File: config.mk
export PLATFORM = sky130hd
export DESIGN_NAME = pdsi_converter_flat
export DESIGN_NICKNAME = d
export VERILOG_FILES = /design/src/hdl/pdsi_pkg.sv /design/src/hdl/pdsi_if.sv /design/src/hdl/pdsi_converter.sv /design/src/flat_wrapper.sv
export VERILOG_INCLUDE_DIRS = /design/src /design/src/hdl
export SDC_FILE = /design/constraint.sdc
export NUM_CORES = 1
export LEC_CHECK = 0
export BUFFER_PORTS_ARGS = -buffer_cell sky130_fd_sc_hd__buf_4
export CAP_MARGIN = 20
export CORE_ASPECT_RATIO = 0.9
export CORE_MARGIN = 1
export CORE_UTILIZATION = 25
export DETAILED_ROUTE_END_ITERATION = 10
export MAX_ROUTING_LAYER = met4
export PLACE_DENSITY_LB_ADDON = 0.25
export SLEW_MARGIN = 20
export SYNTH_ARGS = -nofsm -noshare
export SYNTH_HDL_FRONTEND = slang
export SYNTH_SLANG_ARGS = --single-unit
export TNS_END_PERCENT = 30
File: constraint.sdc
create_clock -name core_clk -period 5.1 [get_ports core_clk]
set_clock_uncertainty 0.15 [all_clocks]
set_input_delay 0.51 -clock core_clk [delete_from_list [all_inputs] [get_ports core_clk]]
set_output_delay 0.51 -clock core_clk [all_outputs]
set_load 0.05 [all_outputs]
File: src/hdl/pdsi_cfg.svh
// Constants for the parallel sample interface between a sample source and a converter model.
// Assumes one clock domain, core_clk at 125 MHz, and an asynchronous active-high reset.
// Summary of operation
// - Sample word is 14 bits, MSB on top.
// - Code is unsigned straight binary, 0 to 16383.
// - All ones: primary full, complementary zero.
// - Primary is code; complementary is 16383 minus code.
// - Differential is twice code minus 16383.
// - Capture word on each rising conversion clock.
// - Clock up to 210 MSPS, one word per clock.
// - Source changes data on falling clock edge.
// - Clock mode strap selects receiver type.
// - Single-ended mode drives positive clock only.
// - Decode five thermometer, four thermometer, rest binary.
// - Sleep kills output within 50 ns, recovers 5 us; the model zeroes the outputs 10 core cycles (80 ns) after the sleep pin rises.
`ifndef PDSI_CFG_SVH
`define PDSI_CFG_SVH
`define PDSI_DATA_W        14
`define PDSI_CODE_MAX      14'h3fff
`define PDSI_CODE_ZERO     14'h0000
`define PDSI_UPPER_W       5
`define PDSI_MID_W         4
`define PDSI_LSB_W         5
`define PDSI_UPPER_SRC     31
`define PDSI_MID_SRC       15
`define PDSI_CLK_MHZ       125
`define PDSI_MAX_MSPS      210
`define PDSI_SLEEP_OFF_NS  50
`define PDSI_WAKE_US       5
`define PDSI_SLEEP_CYC     ((`PDSI_SLEEP_OFF_NS * `PDSI_CLK_MHZ) / 1000)
`define PDSI_WAKE_CYC      (`PDSI_WAKE_US * `PDSI_CLK_MHZ)
`define PDSI_DIV_DEFAULT   2
`define PDSI_STRAP_SETTLE  2'h3
`endif

File: src/hdl/pdsi_pkg.sv
// Types shared by the converter end of the parallel sample interface and its bench.
// Assumes the constants header is compiled alongside.
`include "pdsi_cfg.svh"
package pdsi_pkg;
    typedef logic [`PDSI_DATA_W-1:0] pdsi_code_t;
    typedef logic signed [`PDSI_DATA_W+1:0] pdsi_diff_t;
    typedef enum logic [1:0] {
        PDSI_CLK_SINGLE = 2'h0,
        PDSI_CLK_DIFF   = 2'h1,
        PDSI_CLK_PECL   = 2'h2
    } pdsi_clk_mode_e;
    typedef enum logic [1:0] {
        PDSI_PWR_ON    = 2'h0,
        PDSI_PWR_DOWN  = 2'h1,
        PDSI_PWR_OFF   = 2'h2,
        PDSI_PWR_WAKE  = 2'h3
    } pdsi_pwr_e;
endpackage

File: src/hdl/pdsi_if.sv
// Interface joining the sample source and the converter end.
// The conversion clock is a pin signal generated by the source from core_clk.
`timescale 1ns/1ps
`include "pdsi_cfg.svh"
interface pdsi_if;
    logic                   conv_clk_p;
    logic                   conv_clk_n;
    logic                   conv_clk_n_oe;
    logic [`PDSI_DATA_W-1:0] sample_word;
    logic                   sleep;
    modport source (output conv_clk_p, output conv_clk_n, output conv_clk_n_oe, output sample_word, output sleep);
    modport converter (input conv_clk_p, input conv_clk_n, input conv_clk_n_oe, input sample_word, input sleep);
endinterface

File: src/hdl/pdsi_converter.sv
// Converter end: latches samples on conversion clock rising edges and models output currents as codes.
// Assumes the conversion clock pin is slower than core_clk/2; all pins are synchronised first.
`timescale 1ns/1ps
`include "pdsi_cfg.svh"
module pdsi_converter #(
    parameter int SLEEP_CYC = `PDSI_SLEEP_CYC,
    parameter int WAKE_CYC  = `PDSI_WAKE_CYC
) (
    // Clock and reset
    input  wire logic                    core_clk,
    input  wire logic                    reset,
    // Strap: 0 tied to clock ground, 1 tied to clock supply, 2 floating
    input  wire logic [1:0]              clock_mode_strap,
    // Link
    pdsi_if.converter                    link,
    // Model outputs
    output      logic [`PDSI_DATA_W-1:0] primary_current_output,
    output      logic [`PDSI_DATA_W-1:0] complementary_current_output,
    output      pdsi_pkg::pdsi_diff_t    differential_output,
    output      logic [`PDSI_UPPER_SRC-1:0] upper_sources_on,
    output      logic [`PDSI_MID_SRC-1:0]   middle_sources_on,
    output      logic [`PDSI_LSB_W-1:0]     binary_bits,
    output      pdsi_pkg::pdsi_clk_mode_e   clock_mode,
    output      logic                    powered_down
);
    // The power timer is sixteen bits wide, which bounds both counts.
    if (SLEEP_CYC < 1 || SLEEP_CYC > 65535 || WAKE_CYC < 1 || WAKE_CYC > 65535) begin : g_bad_timing
        $error("pdsi_converter: bad timing count");
    end

    // Thermometer code with the low v bits set; shared by the upper and middle source arrays.
    function automatic logic [30:0] thermo(input logic [4:0] v);
        logic [30:0] t;
        t = '0;
        for (int i = 0; i < 31; i++) begin
            t[i] = (5'(i) < v);
        end
        return t;
    endfunction

    logic [2:0]              clk_sync;
    logic [`PDSI_DATA_W-1:0] d_s1;
    logic [`PDSI_DATA_W-1:0] d_s2;
    logic [1:0]              sleep_sync;
    logic                    clk_rise;
    logic                    clk_in;
    logic [`PDSI_DATA_W-1:0] code;
    logic [`PDSI_DATA_W-1:0] next_code;
    pdsi_pkg::pdsi_pwr_e     pwr;
    pdsi_pkg::pdsi_pwr_e     next_pwr;
    // Sixteen timer bits hold the default wake count with ample margin.
    logic [15:0]             tmr;
    logic [15:0]             next_tmr;
    pdsi_pkg::pdsi_clk_mode_e next_mode;
    logic [1:0]              strap_s1;
    logic [1:0]              strap_s2;
    logic [1:0]              mode_wait;
    logic [1:0]              next_mode_wait;

    logic [`PDSI_DATA_W-1:0]    next_primary;
    logic [`PDSI_DATA_W-1:0]    next_complementary;
    pdsi_pkg::pdsi_diff_t       next_differential;
    logic [`PDSI_UPPER_SRC-1:0] next_upper;
    logic [`PDSI_UPPER_SRC-1:0] mid_thermo;
    logic [`PDSI_MID_SRC-1:0]   next_middle;
    logic [`PDSI_LSB_W-1:0]     next_binary;

    // single-ended mode uses only the positive clock pin.
    // In that mode the negative pin is undriven, so it must not gate the clock.
    always_comb begin
        unique case (clock_mode)
            pdsi_pkg::PDSI_CLK_SINGLE: clk_in = link.conv_clk_p;
            default:                   clk_in = link.conv_clk_p & ~link.conv_clk_n;
        endcase
    end

    // The strap is a board pin: it is synchronised, then taken once after it has settled.
    // Until then the single-ended default is used, which the differential pins also satisfy.
    always_comb begin
        next_mode_wait = mode_wait;
        next_mode      = clock_mode;
        if (mode_wait != `PDSI_STRAP_SETTLE) begin
            next_mode_wait = mode_wait + 2'h1;
        end
        if (mode_wait == `PDSI_STRAP_SETTLE - 2'h1) begin
            unique case (strap_s2)
                2'h0:    next_mode = pdsi_pkg::PDSI_CLK_SINGLE;
                2'h1:    next_mode = pdsi_pkg::PDSI_CLK_DIFF;
                default: next_mode = pdsi_pkg::PDSI_CLK_PECL;
            endcase
        end
    end

    // Data is sampled from the second flop; source changes it half a clock before the edge.
    // The third flop only remembers the previous level for the rising-edge detector.
    assign clk_rise = clk_sync[1] & ~clk_sync[2];
    always_comb begin
        next_code = code;
        if (clk_rise) begin
            next_code = d_s2;
        end
    end

    // The sleep timer models off within SLEEP_CYC and about WAKE_CYC to recover.
    // Sleep raised again during wake-up returns to off at once; the sources never settled.
    always_comb begin
        next_pwr = pwr;
        next_tmr = (tmr == 16'h0000) ? tmr : tmr - 16'h0001;
        unique case (pwr)
            pdsi_pkg::PDSI_PWR_ON: begin
                if (sleep_sync[1]) begin
                    next_pwr = pdsi_pkg::PDSI_PWR_DOWN;
                    next_tmr = 16'(SLEEP_CYC - 1);
                end
            end
            pdsi_pkg::PDSI_PWR_DOWN: begin
                if (tmr == 16'h0000) begin
                    next_pwr = pdsi_pkg::PDSI_PWR_OFF;
                end
            end
            pdsi_pkg::PDSI_PWR_OFF: begin
                if (!sleep_sync[1]) begin
                    next_pwr = pdsi_pkg::PDSI_PWR_WAKE;
                    next_tmr = 16'(WAKE_CYC - 1);
                end
            end
            pdsi_pkg::PDSI_PWR_WAKE: begin
                if (sleep_sync[1]) begin
                    next_pwr = pdsi_pkg::PDSI_PWR_OFF;
                end else if (tmr == 16'h0000) begin
                    next_pwr = pdsi_pkg::PDSI_PWR_ON;
                end
            end
        endcase
    end

    // Every pin passes two flops before use; the clock pins are first combined into clk_in.
    always_ff @(posedge core_clk or posedge reset) begin
        if (reset) begin
            clk_sync   <= 3'h0;
            d_s1       <= `PDSI_CODE_ZERO;
            d_s2       <= `PDSI_CODE_ZERO;
            sleep_sync <= 2'h0;
            code       <= `PDSI_CODE_ZERO;
            pwr        <= pdsi_pkg::PDSI_PWR_ON;
            tmr        <= 16'h0000;
            clock_mode <= pdsi_pkg::PDSI_CLK_SINGLE;
            strap_s1   <= 2'h0;
            strap_s2   <= 2'h0;
            mode_wait  <= 2'h0;
        end else begin
            clk_sync   <= {clk_sync[1:0], clk_in};
            d_s1       <= link.sample_word;
            d_s2       <= d_s1;
            sleep_sync <= {sleep_sync[0], link.sleep};
            code       <= next_code;
            pwr        <= next_pwr;
            tmr        <= next_tmr;
            strap_s1   <= clock_mode_strap;
            strap_s2   <= strap_s1;
            mode_wait  <= next_mode_wait;
            clock_mode <= next_mode;
        end
    end

    // Outputs stay off during wake-up as well, since the sources are still settling then.
    assign powered_down = (pwr == pdsi_pkg::PDSI_PWR_OFF) || (pwr == pdsi_pkg::PDSI_PWR_WAKE);

    // Currents are modelled as codes of 1/16384 full scale; both zero while powered down.
    // Registering them keeps the model outputs clean when the code and the power state move together.
    always_comb begin
        mid_thermo         = thermo({1'b0, code[`PDSI_LSB_W +: `PDSI_MID_W]});
        next_primary       = `PDSI_CODE_ZERO;
        next_complementary = `PDSI_CODE_ZERO;
        next_differential  = '0;
        next_upper         = '0;
        next_middle        = '0;
        next_binary        = '0;
        if (!powered_down) begin
            next_primary       = code;
            next_complementary = `PDSI_CODE_MAX - code;
            next_differential  = $signed({1'b0, code, 1'b0}) - $signed({2'b00, `PDSI_CODE_MAX});
            next_upper         = thermo(code[`PDSI_DATA_W-1 -: `PDSI_UPPER_W]);
            next_middle        = mid_thermo[`PDSI_MID_SRC-1:0];
            next_binary        = code[`PDSI_LSB_W-1:0];
        end
    end

    always_ff @(posedge core_clk or posedge reset) begin
        if (reset) begin
            primary_current_output       <= `PDSI_CODE_ZERO;
            complementary_current_output <= `PDSI_CODE_ZERO;
            differential_output          <= '0;
            upper_sources_on             <= '0;
            middle_sources_on            <= '0;
            binary_bits                  <= '0;
        end else begin
            primary_current_output       <= next_primary;
            complementary_current_output <= next_complementary;
            differential_output          <= next_differential;
            upper_sources_on             <= next_upper;
            middle_sources_on            <= next_middle;
            binary_bits                  <= next_binary;
        end
    end
endmodule // pdsi_converter

File: src/flat_wrapper.sv
// flat-port wrapper written by rule: the top's interface ports become plain ports
module pdsi_converter_flat 
#(
    parameter int SLEEP_CYC = `PDSI_SLEEP_CYC,
    parameter int WAKE_CYC  = `PDSI_WAKE_CYC
)
  (core_clk, reset, clock_mode_strap, primary_current_output, complementary_current_output, differential_output, upper_sources_on, middle_sources_on, binary_bits, clock_mode, powered_down, link_conv_clk_p, link_conv_clk_n, link_conv_clk_n_oe, link_sample_word, link_sleep);
  pdsi_if link_i ();
  input  wire logic core_clk;
  input  wire logic reset;
  input  wire logic [1:0] clock_mode_strap;
  output      logic [`PDSI_DATA_W-1:0] primary_current_output;
  output      logic [`PDSI_DATA_W-1:0] complementary_current_output;
  output      pdsi_pkg::pdsi_diff_t differential_output;
  output      logic [`PDSI_UPPER_SRC-1:0] upper_sources_on;
  output      logic [`PDSI_MID_SRC-1:0] middle_sources_on;
  output      logic [`PDSI_LSB_W-1:0] binary_bits;
  output      pdsi_pkg::pdsi_clk_mode_e clock_mode;
  output      logic powered_down;
  input wire logic [$bits(link_i.conv_clk_p)-1:0] link_conv_clk_p;
  input wire logic [$bits(link_i.conv_clk_n)-1:0] link_conv_clk_n;
  input wire logic [$bits(link_i.conv_clk_n_oe)-1:0] link_conv_clk_n_oe;
  input wire logic [$bits(link_i.sample_word)-1:0] link_sample_word;
  input wire logic [$bits(link_i.sleep)-1:0] link_sleep;
  assign link_i.conv_clk_p = link_conv_clk_p;
  assign link_i.conv_clk_n = link_conv_clk_n;
  assign link_i.conv_clk_n_oe = link_conv_clk_n_oe;
  assign link_i.sample_word = link_sample_word;
  assign link_i.sleep = link_sleep;
  pdsi_converter #(.SLEEP_CYC(SLEEP_CYC), .WAKE_CYC(WAKE_CYC)) u_core (.core_clk(core_clk), .reset(reset), .clock_mode_strap(clock_mode_strap), .link(link_i), .primary_current_output(primary_current_output), .complementary_current_output(complementary_current_output), .differential_output(differential_output), .upper_sources_on(upper_sources_on), .middle_sources_on(middle_sources_on), .binary_bits(binary_bits), .clock_mode(clock_mode), .powered_down(powered_down));
endmodule
---- Yosys cells after proc, flatten, opt, wreduce, memory -nomap -nowiden ----
Cells that the tools add are included.
word-level totals
  register bits ........................... 168
  bits of input ports ..................... 22
  output and inout port bits .............. 98
  logic and storage cells ................. 105
cells by class
  add/sub/neg operators ................... 4
  magnitude comparators ................... 46
  equality and inequality tests ........... 10
  muxes and demuxes ....................... 18
  bitwise logic cells ..................... 4
  reduce and logical (&&, ||, !) cells .... 6
operators with widths
  cell                    number
  $lt 5x5->1 const A      15
  $mux 16                 4
  $lt 4x5->1 const A      8
  $pmux 16 s2             1
  $mux 31                 1
  $lt 4x4->1 const A      7
  $mux 14                 2
  $lt 3x5->1 const A      4
  $logic_not 16->1        1
  $lt 3x4->1 const A      4
  $sub 15x14->16 const B  1
  $sub 16x1->16 const B   1
  $mux 15                 1
  $sub 14x14->14 const A  1
  $lt 1x5->1 const A      2
  $lt 2x5->1 const A      2
  $mux 2                  5
  $lt 1x4->1 const A      2
  $lt 2x4->1 const A      2
  $pmux 2 s4              1
  $eq 2x2->1 const B      3
  $logic_not 2->1         3
  $mux 5                  1
  $eq 2x1->1 const B      2
  10 further kinds        14

---- Logic depth before layout (Yosys ltp) ----
Gate-level depths: netlist of the first run.
  depth in word-level cells ............... 4
  mapped depth ............................ 8
  gate-level depth less buffers ........... 7

---- Worst setup path after synthesis of the first run ----
OpenSTA, ideal clock, no wires.
  kind .................................... register -> register
  from .................................... register u_core.tmr[0]
  to ...................................... register u_core.tmr[6]
  setup time .............................. 0.126 ns
  data arrival time ....................... 1.983 ns
  path slack .............................. 2.841 ns
  stages on the path, launching flop included .. 8
  buffers on the path ..................... 0
  period minus slack after synthesis ...... 2.259 ns
  cells stage by stage .................... dfrtp_1 inv_1 ha_1 or3b_2 or3_1 nor2_1 nor2_1 o32a_1
between the ends
  word-level cells in the longest chain between the ends .. 4
ends and longest elaborated chain
  what                                               line                                          source
  start, declared                                    pdsi_converter.sv:52                          logic [15:0] tmr;
  start signal, assigned                             pdsi_converter.sv:158                         tmr <= next_tmr;
  $sub 16x1->16 or $logic_not 16->1 (tied branches)  pdsi_converter.sv:108                         next_tmr = (tmr == 16'h0000) ? tmr : tmr - 16'h0001;
  $mux 16 *                                          pdsi_converter.sv:108
  $mux 16 (on tied branches)                         pdsi_converter.sv:122, pdsi_converter.sv:111
  $pmux 16 s2 *                                      pdsi_converter.sv:109                         unique case (pwr)
  net u_core.next_tmr[6]                             pdsi_converter.sv:53                          logic [15:0] next_tmr;
The timed path passes the listed nets; every way through them passes the cells marked *.
A chain may end at the register's enable or synchronous reset.

---- Worst setup path after layout of the first run ----
  from .................................... register u_core.tmr[0]
  to ...................................... register u_core.tmr[5]
The elaborated chain is that of the path after synthesis.

==> impl_metrics.tcl, run 1 <==
set metrics [dict create \
    outcome "finished clean" \
    critical_path.slowest_cell "nor4_4" \
    ant_nets 0 \
    switching_share 0.4275 \
    ir_drop_v 0.0002634 \
    antenna_cells 0 \
    fill_cells 2001 \
    gr-usage-all-layers 0.1087 \
    synthTopCellsByArea "dfrtp_1 (70%), nor2_1 (4.0%), mux2_2 (3.5%), buf_4 (3.3%), nand2_1 (1.9%)" \
    synth_top_area_share 0.7024 \
    period_needed_ns 2.742 \
    cp.arrival_ns 2.89 \
    synth-seq-area-share 0.7024 \
    clockRootBuffer "clkbuf_16" \
    fin_area_um2 6802 \
    post_drt_wl_per_cell_um 13.52 \
    nets 534 \
    synthSimpleGateAreaFrac 0.1282 \
    clk_pin_slew_ns 0.06 \
    clk_latency_ns 0.42 \
    grt_max_degree 105 \
    worstSetupStartpointType "register" \
    rsz0062_at_grt "false" \
    synth_edf_count 0 \
    synthCells 408 \
    slew_violations 0 \
    hold_start "link_sample_word[9]" \
    dr_total_vias 3202 \
    worst_ep_required_time_ns 5.25 \
    dpl_cell_area_um2 6195 \
    cts_sinks 146 \
    synth_xor_area_frac 0.02357 \
    dieHeight_um 138.8 \
    fin_crit_sh 0.5377 \
    synth_top_family_by_area "simple AND/OR/NAND/NOR gates" \
    cts_tree "yes" \
    drc 0 \
    total_power_uw 4922 \
    synth_area_um2 5201 \
    slew_headroom 0.3809 \
    path_max_fanout 12 \
    die_area_um2 21390 \
    ios 120 \
    power_switching_uw 2104 \
    fmax_ghz 0.3647 \
    pwr-share-seq 0.334 \
    core_um2 20170 \
    yosysMostFrequentCell "dfrtp_1" \
    crit_path_end_kind "register" \
    synth_commonest_cells "dfrtp_1 (146), nor2_1 (56), nand2_1 (26)" \
    p_leak_uw 0.003277 \
    p_int_uw 2818 \
    avgViaCountPerCell 4.132 \
    cts_max_level 4 \
    tightest_slew_ns 0.9245 \
    syn_nets 434 \
    synth-adder-area-share 0.009622 \
    grt_pass1_wl_mm 17.51 \
    synth_cell_type_count 41 \
    synthArstFlopShare 1.000 \
    syn_area_per_cell_um2 12.75 \
    cp_slowest_stage_delay_ns 0.67 \
    cts.repair.resized 0 \
    firstDrtPassIters 4 \
    drive_above_1_share 0.3404 \
    path_delay_family "simple AND/OR/NAND/NOR gates" \
    worst-setup-path-type "reg -> reg" \
    yosys_most_used_dff "dfrtp_1" \
    setup_tns_ns 0 \
    overflow 0 \
    cp-startpoint "u_core.tmr[0]" \
    initialDrtViolationCount 118 \
    power.share.combinational 0.405 \
    io_buffers 118 \
    initial_core_util 0.2579 \
    muxShareOfSynthArea 0.03464 \
    timing.rr.start "u_core.tmr[0]" \
    hold_class "in -> reg" \
    powerDensity_nw_per_um2 723.6 \
    gp_congestion 0.7345 \
    cts_hold_buf 0 \
    row_count 49 \
    cts_setup_buffers 0 \
    antenna_found_initial 0 \
    cts_buffers 17 \
    drt-total-wl_mm 10.48 \
    finalHoldViolations 0 \
    yosysTopAreaCell "dfrtp_1" \
    synth-seq-cells 146 \
    hpwl_mm 6.940 \
    grt_pass1_vias 3276 \
    crit_buf_inv 1 \
    area_growth_pct 30.77 \
    clkPwrFrac 0.260 \
    cap_violations 0 \
    setup_viol 0 \
    synth_compound_area_frac 0.04426 \
    clock_path_buffers 2 \
    worstPathCellList "inv_1 > ha_1 > or4b_4 > nor4_4 > nor3_1 > nor3b_1 > o32a_1" \
    die_w_um 154.0 \
    synth_warnings 0 \
]
[registers in the layout (all words and copies together), names as in the netlist, 3 cells and up]
name                                 flops
u_core.code                             14
u_core.upper_sources_on                 31
u_core.primary_current_output           13
u_core.d_s1                             14
u_core.middle_sources_on                14
u_core.complementary_current_output     13
u_core.clk_sync                          3
u_core.tmr                              16
u_core.d_s2                             14
[layer usage]
metal / GRT usage / routed length (um) / vias up
met2: 0.1536 / 4810 / 99
met1: 0.1413 / 4870 / 1576
met5: - / 0 / -
met3: 0.03625 / 649 / 14
li1: - / - / 1513
met4: 0.04684 / 151 / 0
[power groups by stage]
stage,sequential (uW),combinational (uW),clock [uW]
detailed placement,1670,2010,0
finish,1650,1990,1280
global placement,1670,2000,0
CTS,1650,2010,1320
global route,1690,2110,1370
floorplan,2340,804,0
[path summary, 6_finish.rpt]
check,endpoint,slack (ns),depth (start not counted)
max in group asynchronous,u_core.code[2],3.57,3
min reg2reg,u_core.d_s2[10],0.19,0
max reg2reg,u_core.tmr[5],2.36,7
min,u_core.d_s1[9],0.04,1
max,u_core.tmr[5],2.36,7
min in group asynchronous,u_core.d_s2[0],0.10,2
[cell usage in the layout, fill, tap and decap left out, drive strengths merged, types with 2 or more instances in the layout]
cell type / synthesis / final
clkinv: 0 / 2
nor3: 10 / 10
xnor2: 9 / 9
or2: 2 / 2
nor3b: 3 / 3
or4: 4 / 4
dfrtp: 146 / 146
clkbuf: 13 / 21
mux2: 16 / 16
a21oi: 13 / 13
inv: 17 / 21
xor2: 5 / 5
o21ai: 18 / 18
o32a: 2 / 2
nor2b: 13 / 13
ha: 4 / 4
or3: 5 / 5
nand2: 26 / 26
buf: 26 / 120
bufinv: 0 / 3
nor2: 56 / 56
nor4: 5 / 5
and3: 2 / 2
[per-stage QoR]
stage          utilization  hold slack (ns)  worst slack (ns)  std cells
6_report            0.3372          0.04318             2.358        775
5_1_grt             0.3372          0.02225             2.205        775
4_1_cts             0.3372          0.02468             2.353        775
3_5_place_dp        0.3071           0.1878             2.365        744
3_3_place_gp        0.3071           0.1839             2.361        744
2_1_floorplan            -           0.1812            0.5170        408
[layout make-up]
type	count	area (um2)	share of cell area
tap	255	319.1	0.04691
clock buffer	21	460.4	0.06770
inverter	17	68.82	0.01012
multi-input combinational	206	1252	0.1841
timing repair buffer	120	900.9	0.1325
clock inverter	10	146.4	0.02152
sequential	146	3654	0.5372
[cell families after synthesis]
group / count (synthesis)
adders and majority gates: 4
muxes: 16
DFF: 146
AOI/OAI and AO/OA: 40
xor gates and xnor gates: 14
and+or+nand+nor: 132
buffers and inverters: 56
Note: power is estimated with default switching activity, not from simulation.
==> run 2: changes to the inputs <==
- ABC_AREA: unset -> 1
- clock period: 5.1 -> 2.2 ns (I/O delays scaled with it)
==> run 2 against run 1 <==
Global-route usage increased by 0.60 points. Clock power increased by 120%. Sequential power increased by 140%. Combinational power increased to 2.8 times the previous value. Final cell count increased by 18%. Sequential share of layout area decreased by 3.3 points. Critical path type is now reg -> out. Largest cell class unchanged.
==> impl_metrics.tcl, run 2 <==
set metrics [dict create \
    muxShareOfSynthArea 0 \
    fmax_ghz 0.6095 \
    tightest_slew_ns 0.3711 \
    cts_sinks 146 \
    yosysMostFrequentCell "dfrtp_1" \
    timing.rr.start "u_core.tmr[0]" \
    synth-seq-cells 146 \
    hold_class "in -> async" \
    yosysTopAreaCell "dfrtp_1" \
    reg2regPathDepth 6 \
    core_um2 20900 \
    rsz0062_at_grt "false" \
    fin_crit_sh 0.7457 \
    critical_path.slowest_cell "dfrtp_2" \
    row_count 50 \
    final_cell_mix "dfrtp_1 (145), buf_4 (122), nor2_1 (83)" \
    synth_top_family_by_area "simple AND/OR/NAND/NOR gates" \
    synth_commonest_cells "dfrtp_1 (146), nor2_1 (83), nand2_1 (54)" \
    drt-total-wl_mm 11.35 \
    synth-adder-area-share 0.009337 \
    synthTopCellsByArea "dfrtp_1 (68%), nor2_1 (5.8%), nand2_1 (3.8%), inv_1 (3.4%), buf_4 (3.1%)" \
    powerDensity_nw_per_um2 1714 \
    antenna_cells 0 \
    cap_violations 0 \
    worstReg2RegEnd "u_core.tmr[3]" \
    setup_tns_ns 0 \
    wl_met3_um 530 \
    wl_met1_mm 5.005 \
    firstDrtPassIters 4 \
    outcome "finished clean" \
    fill_cells 2157 \
    period_needed_ns 1.641 \
    grt_max_degree 65 \
    wl_met2_mm 5.627 \
    fin_cells 918 \
    slew_violations 0 \
    synthSimpleGateAreaFrac 0.1641 \
    drc 0 \
    finalHoldViolations 0 \
    area_growth_pct 35.29 \
    synth_area_um2 5360 \
    ios 120 \
    syn_nets 514 \
    p_leak_uw 0.003618 \
    gp_congestion 0.8338 \
    synth_edf_count 0 \
    worstSetupPathDepth 1 \
    grt_pass1_vias 3769 \
    grt_pass1_wl_mm 18.96 \
    dr_total_vias 3657 \
    largestRegisters "u_core.upper_sources_on (31), u_core.tmr (16)" \
    synth_cell_type_count 32 \
    worstSetupStartpointType "register" \
    drive_above_1_share 0.3117 \
    cts_buffers 17 \
    post_drt_wl_per_cell_um 12.37 \
    hpwl_mm 7.984 \
    antenna_found_initial 0 \
    clock_path_buffers 2 \
    avgViaCountPerCell 3.984 \
    synth-seq-area-share 0.6816 \
    io_buffers 118 \
    cts_max_level 4 \
    clk_pin_slew_ns 0.06 \
    worst_ep_required_time_ns 1.83 \
    synthArstFlopShare 1.000 \
    cts_tree "yes" \
    highest_layer "met4" \
    setup_viol 0 \
    worst-setup-path-type "reg -> out" \
    clk_latency_ns 0.41 \
    gr-usage-all-layers 0.1147 \
    yosys_most_used_dff "dfrtp_1" \
    path_delay_family "flip-flops" \
    cp.arrival_ns 1.27 \
    r2r_setup_slack_ns 0.57 \
    synth_warnings 0 \
    syn_area_per_cell_um2 10.98 \
    top_register "u_core.upper_sources_on" \
    synth_top_area_share 0.6816 \
    synth_xor_area_frac 0.008170 \
    initialDrtViolationCount 156 \
    placed_cells 867 \
    ir_drop_v 0.0009180 \
    path_max_fanout 18 \
    overflow 0 \
    slew_headroom 0.7526 \
    synthCells 488 \
    cp_slowest_stage_delay_ns 0.58 \
    worstPathCellList "buf_4" \
    dieHeight_um 140.9 \
    initial_core_util 0.2565 \
    final_common_cell "dfrtp_1" \
    clockRootBuffer "clkbuf_16" \
    synth_compound_area_frac 0.05392 \
    ant_nets 0 \
    crit_path_end_kind "output pin" \
    die_w_um 156.3 \
    crit_buf_inv 1 \
    largest_reg_flops 31 \
    nets 646 \
    die_area_um2 22030 \
]
[run 2: how the worst max path moves through the flow]
stage	startpoint	end	slack (ns)
global placement	u_core.pwr[1]	u_core.middle_sources_on[12]	0.62
global route	u_core.tmr[0]	u_core.tmr[6]	0.43
floorplan	reset	u_core.clk_sync[0]	-0.003
finish	u_core.pwr[1]	powered_down	0.56
CTS	u_core.pwr[1]	powered_down	0.52
detailed placement	u_core.tmr[0]	u_core.tmr[3]	0.58
[run 2: kinds of logic (layout without fill, tap and decap cells)]
group	Yosys count	in the layout
buffers and inverters	90	234
adders and majority gates	4	4
xor gates and xnor gates	5	5
and+or+nand+nor	191	191
DFF	146	146
AOI/OAI and AO/OA	52	52
[run 2: routing by layer]
layer	track usage	vias to the layer above
met3	0.03043	18
met5	-	-
met1	0.1383	1800
li1	-	1756
met4	0.05315	0
met2	0.1790	83
[run 2: power by group]
group          internal (uW)  switching [uW]  total, uW
Sequential              3450             522       3970
Combinational           1560            4030       5590
Clock                   1830            1040       2870
[run 2: repair_timing]
item | in CTS | in global routing
gates resized for setup | 0 | 0
hold endpoints to repair | 164 | 0
hold buffers | 20 | 0
buffers inserted | 0 | 0
[run 2: cell type report]
class | instances | area [um2] | area share
Sequential cell | 146 | 3655 | 0.5040
Multi-Input combinational cell | 252 | 1262 | 0.1741
Timing Repair Buffer | 144 | 1156 | 0.1594
Clock buffer | 21 | 460.4 | 0.06349
Tap cell | 286 | 357.8 | 0.04934
Inverter | 59 | 226.5 | 0.03123
Clock inverter | 10 | 133.9 | 0.01846
[run 2: stage by stage]
step	utilization	hold slack, ns	setup WS, ns	power [uW]	cell area, um2
after floorplan	-	0.1014	-0.003019	8162	5364
after global placement	0.3090	0.03970	0.6179	9585	6457
after detailed placement	0.3090	0.04753	0.5823	9629	6457
after CTS	0.3471	0.1496	0.5206	12580	7252
after global routing	0.3471	0.1677	0.4295	13100	7252
final	0.3471	0.1619	0.5594	12430	7252
[run 2: worst register-to-register path: cells and delay by family, from the launching register on]
family | cells | cell delay (ns)
and+or+nand+nor | 4 | 0.64
DFF | 1 | 0.39
adders and majority gates | 1 | 0.21
buffers and inverters | 1 | 0.12
